$ cat src/rtl/srtc_regs.svh
// srtc_regs.svh - constants of the socket clock: timing, pattern, register layout
// assumes a 10 MHz system clock; included by bare name
`ifndef SRTC_REGS_SVH
`define SRTC_REGS_SVH

// timing
`define SRTC_CLK_NS 100
`define SRTC_HUND_NS 10000000
`define SRTC_HUND_CYC ((`SRTC_HUND_NS + `SRTC_CLK_NS - 1) / `SRTC_CLK_NS)

// serial sequence
`define SRTC_PATTERN 64'h5ca33ac55ca33ac5
`define SRTC_LAST_BIT 6'h3f

// register indices
`define SRTC_IDX_HUND 0
`define SRTC_IDX_SEC 1
`define SRTC_IDX_MIN 2
`define SRTC_IDX_HOUR 3
`define SRTC_IDX_DAY 4
`define SRTC_IDX_DATE 5
`define SRTC_IDX_MONTH 6
`define SRTC_IDX_YEAR 7

// field positions
`define SRTC_HR_MODE_BIT 7
`define SRTC_HR_PM_BIT 5
`define SRTC_RSTGATE_POS 36
`define SRTC_OSCOFF_POS 37

// reset values and implemented-bit masks, register 0 in the low byte
`define SRTC_CAL_RST 64'h0001013100000000
`define SRTC_CAL_MASK 64'hff1f3f37bf7f7fff

`endif

$ cat src/rtl/srtc_pkg.sv
// srtc_pkg.sv - types shared by the socket clock modules
// assumes nothing beyond the constants header
package srtc_pkg;

	typedef enum logic [1:0] {
		srtc_st_idle = 2'b00,
		srtc_st_match = 2'b01,
		srtc_st_xfer = 2'b10,
		srtc_st_lock = 2'b11
	} srtc_state_t;

endpackage

$ cat src/rtl/srtc_top.sv
// srtc_top.sv - socket clock: unlock recognition, serial transfer, memory enable gating
// assumes socket pins are asynchronous and cycles last several system clocks
`timescale 1ns/100ps
`include "srtc_regs.svh"

// What this block does
// - an enabled read cycle resets the unlock pointer and starts recognition.
// - each write bit matching the pattern bit at the pointer advances the pointer.
// - a mismatch freezes the pointer and ignores writes until the next read.
// - any read during recognition aborts it and returns the pointer to start.
// - pattern bytes C5 3A A3 5C C5 3A A3 5C, each sent lsb first.
// - before a full match every access outside power failure, recognition writes too, reaches memory.
// - after a match the next 64 cycles move clock bits, memory suppressed.
// - transfer runs bit 0 of register 0 through bit 7 of register 7.
// - time and calendar registers hold bcd values.
// - hours bit 7 high selects twelve-hour mode, low twenty-four.
// - hours bit 5 is pm in twelve-hour mode, else tens bit for 20-23.
// - day bit 4 low lets a low reset pin abort, registers untouched.
// - day bit 5 high stops the oscillator, low lets time advance.
// - reset-gate and oscillator-off bits come up as 1.
// - unused bits in registers 1 to 6 read 0, writes to them ignored.
// - cycles without chip enable leave recognition and transfer undisturbed.
// - on power failure memory chip enable is forced inactive.
// - month lengths follow the calendar with leap years.
// - counts hundredths, seconds, minutes, hours, day, date, month, year.
module srtc_top #(
	parameter int P_HUND_CYC = `SRTC_HUND_CYC
) (
	// clock and reset
	input wire logic i_clk,
	input wire logic i_rst,
	// socket control pins
	input wire logic i_ce_n,
	input wire logic i_oe_n,
	input wire logic i_we_n,
	input wire logic i_ext_rst_n,
	input wire logic i_pwr_fail,
	// data bit 0
	input wire logic i_serial_data_bit_line,
	output logic o_serial_data_bit_line,
	output logic o_serial_data_bit_line_oe,
	// mated memory
	output logic o_mem_ce_n,
	// status
	output logic o_recog_active,
	output logic o_xfer_active,
	output logic o_osc_running
);

	////////////////////////////////////////////////////////////////////////
	// pin synchronisers
	logic [5:0] sync1_r;
	logic [5:0] sync2_r;
	logic ce_n_s;
	logic oe_n_s;
	logic we_n_s;
	logic ext_rst_n_s;
	logic pf_s;
	logic dq_s;

	always_ff @(posedge i_clk or posedge i_rst) begin
		if (i_rst) begin
			sync1_r <= 6'h3f;
			sync2_r <= 6'h3f;
		end else begin
			sync1_r <= {i_serial_data_bit_line, i_pwr_fail, i_ext_rst_n, i_we_n, i_oe_n, i_ce_n};
			sync2_r <= sync1_r;
		end
	end

	assign ce_n_s = sync2_r[0];
	assign oe_n_s = sync2_r[1];
	assign we_n_s = sync2_r[2];
	assign ext_rst_n_s = sync2_r[3];
	assign pf_s = sync2_r[4];
	assign dq_s = sync2_r[5];

	////////////////////////////////////////////////////////////////////////
	// cycle detection; a write bit is taken as the write ends
	logic rd_act_r;
	logic wr_act_r;
	logic dq_d_r;
	logic rd_act;
	logic wr_act;
	logic rd_start;
	logic rd_end;
	logic wr_end;
	logic step;

	assign rd_act = !ce_n_s && !oe_n_s && we_n_s && !pf_s;
	assign wr_act = !ce_n_s && !we_n_s && !pf_s;
	assign rd_start = rd_act && !rd_act_r;
	assign rd_end = !rd_act && rd_act_r;
	assign wr_end = !wr_act && wr_act_r;
	assign step = rd_end || wr_end;

	always_ff @(posedge i_clk or posedge i_rst) begin
		if (i_rst) begin
			rd_act_r <= 1'b0;
			wr_act_r <= 1'b0;
			dq_d_r <= 1'b0;
		end else begin
			rd_act_r <= rd_act;
			wr_act_r <= wr_act;
			dq_d_r <= dq_s;
		end
	end

	////////////////////////////////////////////////////////////////////////
	// recognition and transfer sequencer
	srtc_pkg::srtc_state_t state_r;
	srtc_pkg::srtc_state_t state_nxt;
	logic [5:0] ptr_r;
	logic [5:0] ptr_nxt;
	logic [63:0] pattern;
	logic [63:0] cal_img;
	logic [63:0] shadow_r;
	logic [63:0] shadow_nxt;
	logic [7:0] wflag_r;
	logic [7:0] wflag_nxt;
	logic [7:0] load_r;
	logic [7:0] load_nxt;
	logic in_xfer;
	logic pat_bit;
	logic last_step;
	logic abort;

	assign pattern = `SRTC_PATTERN;
	assign pat_bit = pattern[ptr_r];
	assign in_xfer = state_r == srtc_pkg::srtc_st_xfer;
	assign last_step = in_xfer && step && ptr_r == `SRTC_LAST_BIT;
	// gate bit high masks the pin entirely
	assign abort = in_xfer && !ext_rst_n_s && !cal_img[`SRTC_RSTGATE_POS];

	always_comb begin
		state_nxt = state_r;
		ptr_nxt = ptr_r;
		shadow_nxt = shadow_r;
		wflag_nxt = wflag_r;
		load_nxt = 8'h00;
		unique case (state_r)
			srtc_pkg::srtc_st_idle, srtc_pkg::srtc_st_lock: begin
				if (rd_start) begin
					state_nxt = srtc_pkg::srtc_st_match;
					ptr_nxt = 6'h00;
				end
			end
			srtc_pkg::srtc_st_match: begin
				if (rd_start) begin
					ptr_nxt = 6'h00;
				end else if (wr_end && dq_d_r == pat_bit) begin
					ptr_nxt = ptr_r + 6'h01;
					if (ptr_r == `SRTC_LAST_BIT) begin
						state_nxt = srtc_pkg::srtc_st_xfer;
						shadow_nxt = cal_img;
						wflag_nxt = 8'h00;
					end
				end else if (wr_end) begin
					state_nxt = srtc_pkg::srtc_st_lock;
				end
			end
			srtc_pkg::srtc_st_xfer: begin
				if (abort) begin
					state_nxt = srtc_pkg::srtc_st_idle;
				end else if (step) begin
					ptr_nxt = ptr_r + 6'h01;
					if (wr_end) begin
						shadow_nxt[ptr_r] = dq_d_r;
						wflag_nxt[ptr_r[5:3]] = 1'b1;
					end
					if (last_step) begin
						state_nxt = srtc_pkg::srtc_st_idle;
						load_nxt = wflag_nxt;
					end
				end
			end
		endcase
	end

	always_ff @(posedge i_clk or posedge i_rst) begin
		if (i_rst) begin
			state_r <= srtc_pkg::srtc_st_idle;
			ptr_r <= 6'h00;
			shadow_r <= 64'h0;
			wflag_r <= 8'h00;
			load_r <= 8'h00;
		end else begin
			state_r <= state_nxt;
			ptr_r <= ptr_nxt;
			shadow_r <= shadow_nxt;
			wflag_r <= wflag_nxt;
			load_r <= load_nxt;
		end
	end

	////////////////////////////////////////////////////////////////////////
	// timekeeper; registers written only as a set at the end, so an abort loses nothing
	srtc_calendar #(
		.P_HUND_CYC(P_HUND_CYC)
	) u_calendar (
		.i_clk(i_clk),
		.i_rst(i_rst),
		.i_load(load_r),
		.i_load_data(shadow_r),
		.o_cal(cal_img)
	);

	////////////////////////////////////////////////////////////////////////
	// outputs; memory enable lags the pin by three clocks
	logic mem_ce_n_nxt;
	logic dq_oe_nxt;
	logic mem_ce_n_r;
	logic dq_r;
	logic dq_oe_r;
	logic recog_r;
	logic xfer_r;
	logic osc_r;

	assign mem_ce_n_nxt = ce_n_s || pf_s || in_xfer;
	assign dq_oe_nxt = in_xfer && rd_act && !abort;

	always_ff @(posedge i_clk or posedge i_rst) begin
		if (i_rst) begin
			mem_ce_n_r <= 1'b1;
			dq_r <= 1'b0;
			dq_oe_r <= 1'b0;
			recog_r <= 1'b0;
			xfer_r <= 1'b0;
			osc_r <= 1'b0;
		end else begin
			mem_ce_n_r <= mem_ce_n_nxt;
			dq_r <= shadow_r[ptr_r];
			dq_oe_r <= dq_oe_nxt;
			recog_r <= state_r == srtc_pkg::srtc_st_match;
			xfer_r <= in_xfer;
			osc_r <= !cal_img[`SRTC_OSCOFF_POS];
		end
	end

	assign o_mem_ce_n = mem_ce_n_r;
	assign o_serial_data_bit_line = dq_r;
	assign o_serial_data_bit_line_oe = dq_oe_r;
	assign o_recog_active = recog_r;
	assign o_xfer_active = xfer_r;
	assign o_osc_running = osc_r;
endmodule // srtc_top

$ cat src/rtl/srtc_calendar.sv
// srtc_calendar.sv - bcd timekeeper with hundredths prescaler
// assumes load strobes come from the same clock domain
`timescale 1ns/100ps
`include "srtc_regs.svh"

module srtc_calendar #(
	parameter int P_HUND_CYC = `SRTC_HUND_CYC
) (
	// clock and reset
	input wire logic i_clk,
	input wire logic i_rst,
	// register load
	input wire logic [7:0] i_load,
	input wire logic [63:0] i_load_data,
	// register image
	output logic [63:0] o_cal
);

	////////////////////////////////////////////////////////////////////////
	logic [7:0] cal_r [8];
	logic [7:0] tick_nxt [8];
	logic [31:0] pre_r;
	logic osc_off;
	logic tick;
	localparam logic [63:0] RST_IMG = `SRTC_CAL_RST;
	logic [63:0] msk_img;

	assign msk_img = `SRTC_CAL_MASK;
	assign osc_off = cal_r[`SRTC_IDX_DAY][`SRTC_OSCOFF_POS - 32];
	assign tick = (pre_r == 32'(P_HUND_CYC - 1)) && !osc_off;

	genvar g;
	generate
		for (g = 0; g < 8; g++) begin : g_img
			assign o_cal[g*8 +: 8] = cal_r[g];
		end
	endgenerate

	always_ff @(posedge i_clk or posedge i_rst) begin
		if (i_rst) begin
			pre_r <= 32'h0;
		end else if (osc_off || tick) begin
			pre_r <= 32'h0;
		end else begin
			pre_r <= pre_r + 32'h1;
		end
	end

	////////////////////////////////////////////////////////////////////////
	function automatic logic [7:0] bcd_inc(input logic [7:0] v);
		bcd_inc = (v[3:0] == 4'h9) ? {v[7:4] + 4'h1, 4'h0} : {v[7:4], v[3:0] + 4'h1};
	endfunction

	// two-digit year: 00 counts as leap, right through 2100 is not reached
	always_comb begin
		logic c_sec, c_min, c_hr, c_day, c_mon, c_yr, leap, pm;
		logic [7:0] hr, dmax, hinc;
		c_sec = 1'b0;
		c_min = 1'b0;
		c_hr = 1'b0;
		c_day = 1'b0;
		c_mon = 1'b0;
		c_yr = 1'b0;
		dmax = 8'h31;
		hinc = 8'h00;
		for (int k = 0; k < 8; k++) tick_nxt[k] = cal_r[k];
		hr = cal_r[`SRTC_IDX_HOUR];
		pm = hr[`SRTC_HR_PM_BIT];
		leap = cal_r[7][4] ? (cal_r[7][3:0] == 4'h2 || cal_r[7][3:0] == 4'h6)
			: (cal_r[7][3:0] == 4'h0 || cal_r[7][3:0] == 4'h4 || cal_r[7][3:0] == 4'h8);
		case (cal_r[`SRTC_IDX_MONTH][4:0])
			5'h02: dmax = leap ? 8'h29 : 8'h28;
			5'h04, 5'h06, 5'h09, 5'h11: dmax = 8'h30;
			default: dmax = 8'h31;
		endcase
		c_sec = cal_r[0] == 8'h99;
		tick_nxt[0] = c_sec ? 8'h00 : bcd_inc(cal_r[0]);
		c_min = c_sec && cal_r[1] == 8'h59;
		if (c_sec) tick_nxt[1] = (cal_r[1] == 8'h59) ? 8'h00 : bcd_inc(cal_r[1]);
		c_hr = c_min && cal_r[2] == 8'h59;
		if (c_min) tick_nxt[2] = (cal_r[2] == 8'h59) ? 8'h00 : bcd_inc(cal_r[2]);
		if (hr[`SRTC_HR_MODE_BIT]) begin
			c_day = c_hr && pm && hr[4:0] == 5'h11;
			if (c_hr) begin
				hinc = bcd_inc({3'h0, hr[4:0]});
				tick_nxt[3][4:0] = (hr[4:0] == 5'h12) ? 5'h01 : hinc[4:0];
				if (hr[4:0] == 5'h11) tick_nxt[3][`SRTC_HR_PM_BIT] = !pm;
			end
		end else begin
			c_day = c_hr && hr[5:0] == 6'h23;
			hinc = bcd_inc({2'h0, hr[5:0]});
			if (c_hr) tick_nxt[3][5:0] = c_day ? 6'h00 : hinc[5:0];
		end
		if (c_day) tick_nxt[4][2:0] = (cal_r[4][2:0] == 3'h7) ? 3'h1 : cal_r[4][2:0] + 3'h1;
		c_mon = c_day && cal_r[5] == dmax;
		if (c_day) tick_nxt[5] = c_mon ? 8'h01 : bcd_inc(cal_r[5]);
		c_yr = c_mon && cal_r[6] == 8'h12;
		if (c_mon) tick_nxt[6] = c_yr ? 8'h01 : bcd_inc(cal_r[6]);
		if (c_yr) tick_nxt[7] = (cal_r[7] == 8'h99) ? 8'h00 : bcd_inc(cal_r[7]);
	end

	// a load overrides the same cycle's tick, so a written value is never skipped
	always_ff @(posedge i_clk or posedge i_rst) begin
		if (i_rst) begin
			for (int k = 0; k < 8; k++) cal_r[k] <= RST_IMG[k*8 +: 8];
		end else begin
			for (int k = 0; k < 8; k++) begin
				if (i_load[k]) begin
					cal_r[k] <= i_load_data[k*8 +: 8] & msk_img[k*8 +: 8];
				end else if (tick) begin
					cal_r[k] <= tick_nxt[k] & msk_img[k*8 +: 8];
				end
			end
		end
	end

endmodule // srtc_calendar

$ cat config.mk
export PLATFORM = sky130hd
export DESIGN_NAME = srtc_top
export DESIGN_NICKNAME = d
export VERILOG_FILES = /design/src/rtl/srtc_pkg.sv /design/src/rtl/srtc_top.sv /design/src/rtl/srtc_calendar.sv
export VERILOG_INCLUDE_DIRS = /design/src /design/src/rtl
export SDC_FILE = /design/constraint.sdc
export NUM_CORES = 1
export LEC_CHECK = 0
export CAP_MARGIN = 5
export CORE_ASPECT_RATIO = 0.75
export CORE_MARGIN = 4
export CORE_UTILIZATION = 40
export DETAILED_ROUTE_END_ITERATION = 6
export DONT_BUFFER_PORTS = 1
export RECOVER_POWER = 50
export SETUP_SLACK_MARGIN = 0.15
export SLEW_MARGIN = 20
export SYNTH_ARGS = -nofsm -noshare
export SYNTH_HDL_FRONTEND = slang
export SYNTH_SLANG_ARGS = --single-unit
$ cat constraint.sdc
create_clock -name i_clk -period 11.4 [get_ports i_clk]
set_clock_uncertainty 0.2 [all_clocks]
set_input_delay 1.71 -clock i_clk [delete_from_list [all_inputs] [get_ports i_clk]]
set_output_delay 1.71 -clock i_clk [all_outputs]
set_load 0.01 [all_outputs]
==> reports/qor.log <==
INFO  synthesis      part_of_the_yosys_area_used_for_sequential_elements=44.82%
INFO  sta            final-hold-violation-count=0
INFO  detailed_routing wl_met3=2.397mm
INFO  worst_setup_path setup.worst_path.start=i_rst
INFO  die            die_h=150.8µm
INFO  synthesis      synth.cell_area=10,880µm²
INFO  detailed_routing post_drt_wl_per_cell=19.86µm
INFO  die            dieWidth=198.5µm
INFO  clock_network  cts_resized=0
INFO  detailed_routing postRouteWirelength=30.88mm
INFO  worst_hold_path worstHoldStart=sync1_r[3]$_DFF_PP1_
INFO  grt            grt_overflow_total=0
INFO  worst_setup_path timing.setup.critical_path_class=in2async
INFO  worst_setup_path crit_end=shadow_r[12]$_DFFE_PP0P_
INFO  detailed_routing drt_pass1_iterations=5
INFO  pwr            ir_worst_vdd=0.1095mV
INFO  clock_network  h-tree-depth=4
INFO  placement      gp_congestion=0.8724
INFO  synthesis      postSynthAreaPerCell=8.685µm²
INFO  detailed_routing vias=9,367
INFO  die            io_pins=14
INFO  sta            timing.final.setup_violations=0
INFO  worst_setup_path setup.worst_path.start_class=input port
INFO  synthesis      post_synth_arst_share=100.0%
INFO  sta            finalSetupTns=0ps
INFO  worst_setup_path ff2ff_path_depth=6
INFO  clock_network  clk_pin_slew_worst_paths=70ps
INFO  worst_setup_path slowest_cell_delay_on_critical_path=3240ps
INFO  sta            max_freq=170.4MHz
INFO  cells_and_area finalNetCount=1,229
INFO  pwr            cellLeakagePower=4.733nW
INFO  synthesis      synth_top_area_share=40.47%
INFO  worst_hold_path hold_path.class=reg2reg
INFO  placement      post-place-cells=1,523
INFO  worst_setup_path critical_path.top_delay_family=buffers and inverters
INFO  synthesis      synth.area.top_cells=dfrtp_1 40%, a21oi_1 7.7%, o21ai_0 5.5%, dfstp_2 4.3%, nand2_1 3.9%
INFO  clock_network  ctsHoldBuffers=0
INFO  grt            grt_max_degree=135
INFO  sta            post-route-min-period=5868ps
INFO  detailed_routing top_signal_layer_used=met4
INFO  clock_network  tritoncts_clock_tree=yes
INFO  sta            timing.max_slew.rel_slack=-296.0%
INFO  clock_network  max-clock-path-buffers=2
INFO  detailed_routing avgViaCountPerCell=6.024
INFO  cells_and_area layout-area-overhead-vs-synth=7.312%
INFO  die            start_util=41.29%
INFO  cells_and_area n_antenna_cell=0
INFO  status         run_status=finished, violations left
INFO  synthesis      synth.ff_latch_count=194
INFO  synthesis      yosys-top-cells-count=176 x dfrtp_1, 168 x a21oi_1, 120 x o21ai_0, 113 x nand2_1, 101 x nor2_1
INFO  synthesis      synth.lib_cells_used.distinct=69
INFO  synthesis      synth-edff-count=0
INFO  worst_setup_path critical_path.cell_chain=clkinvlp_2 -> buf_4
INFO  sta            hold_ws=151.5ps
INFO  synthesis      yosys_warnings=0
INFO  worst_setup_path reg2reg_to=shadow_r[33]$_DFFE_PP0P_
INFO  grt            globalRouteTotalUtil=21.39%
INFO  die            die_area=29,930µm²
INFO  synthesis      yosys.cell_count.top_type=dfrtp_1
INFO  cells_and_area layout.cells.non_filler=1,555
INFO  grt            grt_first_pass_wirelength=50.34mm
INFO  worst_setup_path path_depth=2
INFO  worst_setup_path worst_r2r_startpoint=state_r[0]$_DFFE_PP0P_
INFO  detailed_routing detailedRoute.firstIterationViolations=1,061
INFO  synthesis      synth_area_leader_cell=dfrtp_1
INFO  sta            rsz0062_at_grt=false
INFO  worst_setup_path crit_arrival=6140ps
INFO  worst_setup_path worst_ep_required_time=11,670ps
INFO  worst_setup_path cp.buffers_inverters=2
INFO  pwr            power.total=1.732mW
INFO  detailed_routing route.layer.met1.wl=15.17mm
INFO  synthesis      postSynthCellCount=1,253
INFO  status         failed_checks=max-capacitance violations, max-slew violations
INFO  grt            antenna_found_initial=0
INFO  sta            drv_slew=234
INFO  placement      dp_hpwl=20.22mm
INFO  cells_and_area drive_above_1_share=7.927%
INFO  detailed_routing wl_met2=12.82mm
INFO  sta            min_period_over_period=51.47%
INFO  worst_setup_path capturing_element_type_of_the_critical_path=async pin
INFO  detailed_routing drc_errors=0
INFO  sta            tightest_slew=5908ps
INFO  run            maximum_capacitance_violations=2
INFO  die            coreArea=26,350µm²
INFO  die            core.rowCount=51
INFO  detailed_routing ant_nets=0
INFO  grt            vias_in_the_first_global_route=8,946
INFO  worst_setup_path critical_path.max_fanout=134
INFO  synthesis      dominantRegCellSynth=dfrtp_1
INFO  synthesis      synth.net_count=1,284
INFO  clock_network  sinks_on_clock_net=194
INFO  clock_network  cts_root_buffer=clkbuf_16
INFO  pwr            p_per_area=148.3nW/µm²
INFO  worst_setup_path setup_slack_on_the_worst_flop_to_flop_path=6260ps
INFO  clock_network  postCtsSetupRepairBufs=0
INFO  clock_network  cts_inserted_buffers=17
INFO  placement      portBuffers=0
INFO  worst_setup_path slowest_cp_cell=clkinvlp_2
INFO  clock_network  clock_insertion_delay_worst_skew=450ps
[flip-flops by register name, indices dropped and copies added (netlist names), 2 cells and up]
| register | flops |
|---|---|
| shadow_r | 64 |
| u_calendar.o_cal | 53 |
| u_calendar.pre_r | 32 |
| load_r | 8 |
| wflag_r | 8 |
| ptr_r | 6 |
| sync1_r | 6 |
| sync2_r | 6 |
| state_r | 2 |
[power breakdown]
part           switching [mW]  internal, mW
registers              0.0585         0.747
logic                   0.200        0.0999
clock network           0.271         0.356
total                   0.529          1.20
[metrics by stage]
stage	utilization [%]	setup slack, ps	instance area (µm²)
floorplan	-	4236	10880
global placement	42.13	7865	11100
detailed placement	42.13	7714	11100
CTS	44.40	7740	11700
global route	44.31	4557	11680
finish	44.31	5532	11680
[cells by family (layout without fill, tap and decap cells)]
kind of cell	Yosys count	count (layout)	share of synthesized area, %
multiplexers	17	17	1.679
flip-flops	194	194	44.82
XOR/XNOR	34	34	2.737
adder cells (fa/ha/maj)	23	23	2.645
AND/OR/NAND/NOR	419	419	19.78
AO/OA/AOI/OAI	438	438	23.62
buffers and inverters	128	86	4.726
[placed cells by master (no fill, tap or decap), types with 8 or more instances in the layout]
cell type    n
ha_1        23
o21ai_0    120
dfstp_2     16
nand4_1     20
xnor2_1     11
nand3_1     39
nand2_1    113
nor2b_1     14
buf_4       14
o31ai_1     15
mux2_2      10
nand2b_1     8
a22oi_1     31
nor3_1      25
clkbuf_16   17
or3_1        9
a21oi_1    168
xor2_1      23
and3_1      14
inv_1       36
nor4_1      11
o22ai_1     32
dfrtp_1    176
nor4b_1      8
nor2_1     101
a31oi_1     13
nand3b_1     9
nor3b_1     10
[how the worst min path moves through the flow]
stage | slack [ps] | depth (start not counted) | end
after floorplan | 150 | 0 | sync2_r[0]$_DFF_PP1_
after CTS | 150 | 0 | sync2_r[3]$_DFF_PP1_
after global placement | 150 | 0 | sync2_r[3]$_DFF_PP1_
after global routing | 160 | 0 | sync2_r[3]$_DFF_PP1_
after detailed placement | 150 | 0 | sync2_r[3]$_DFF_PP1_
final | 150 | 0 | sync2_r[3]$_DFF_PP1_
[layer usage]
layer  global-route usage, %  vias to the layer above
met5                       0                        -
met4                   5.332                        0
met3                   5.737                       37
met2                   30.27                      305
met1                   32.52                     4590
li1                        -                     4435
[final cells by class]
class	instances	area, µm²
well taps	344	430.4
clock buffers	22	464.2
inverters	38	143.9
clock inverters	10	133.9
flip-flops and latches	194	4877
repair buffers	16	112.6
multi-input cells	931	5515
fillers	2564	14680
(Power assumes the default switching activity.)
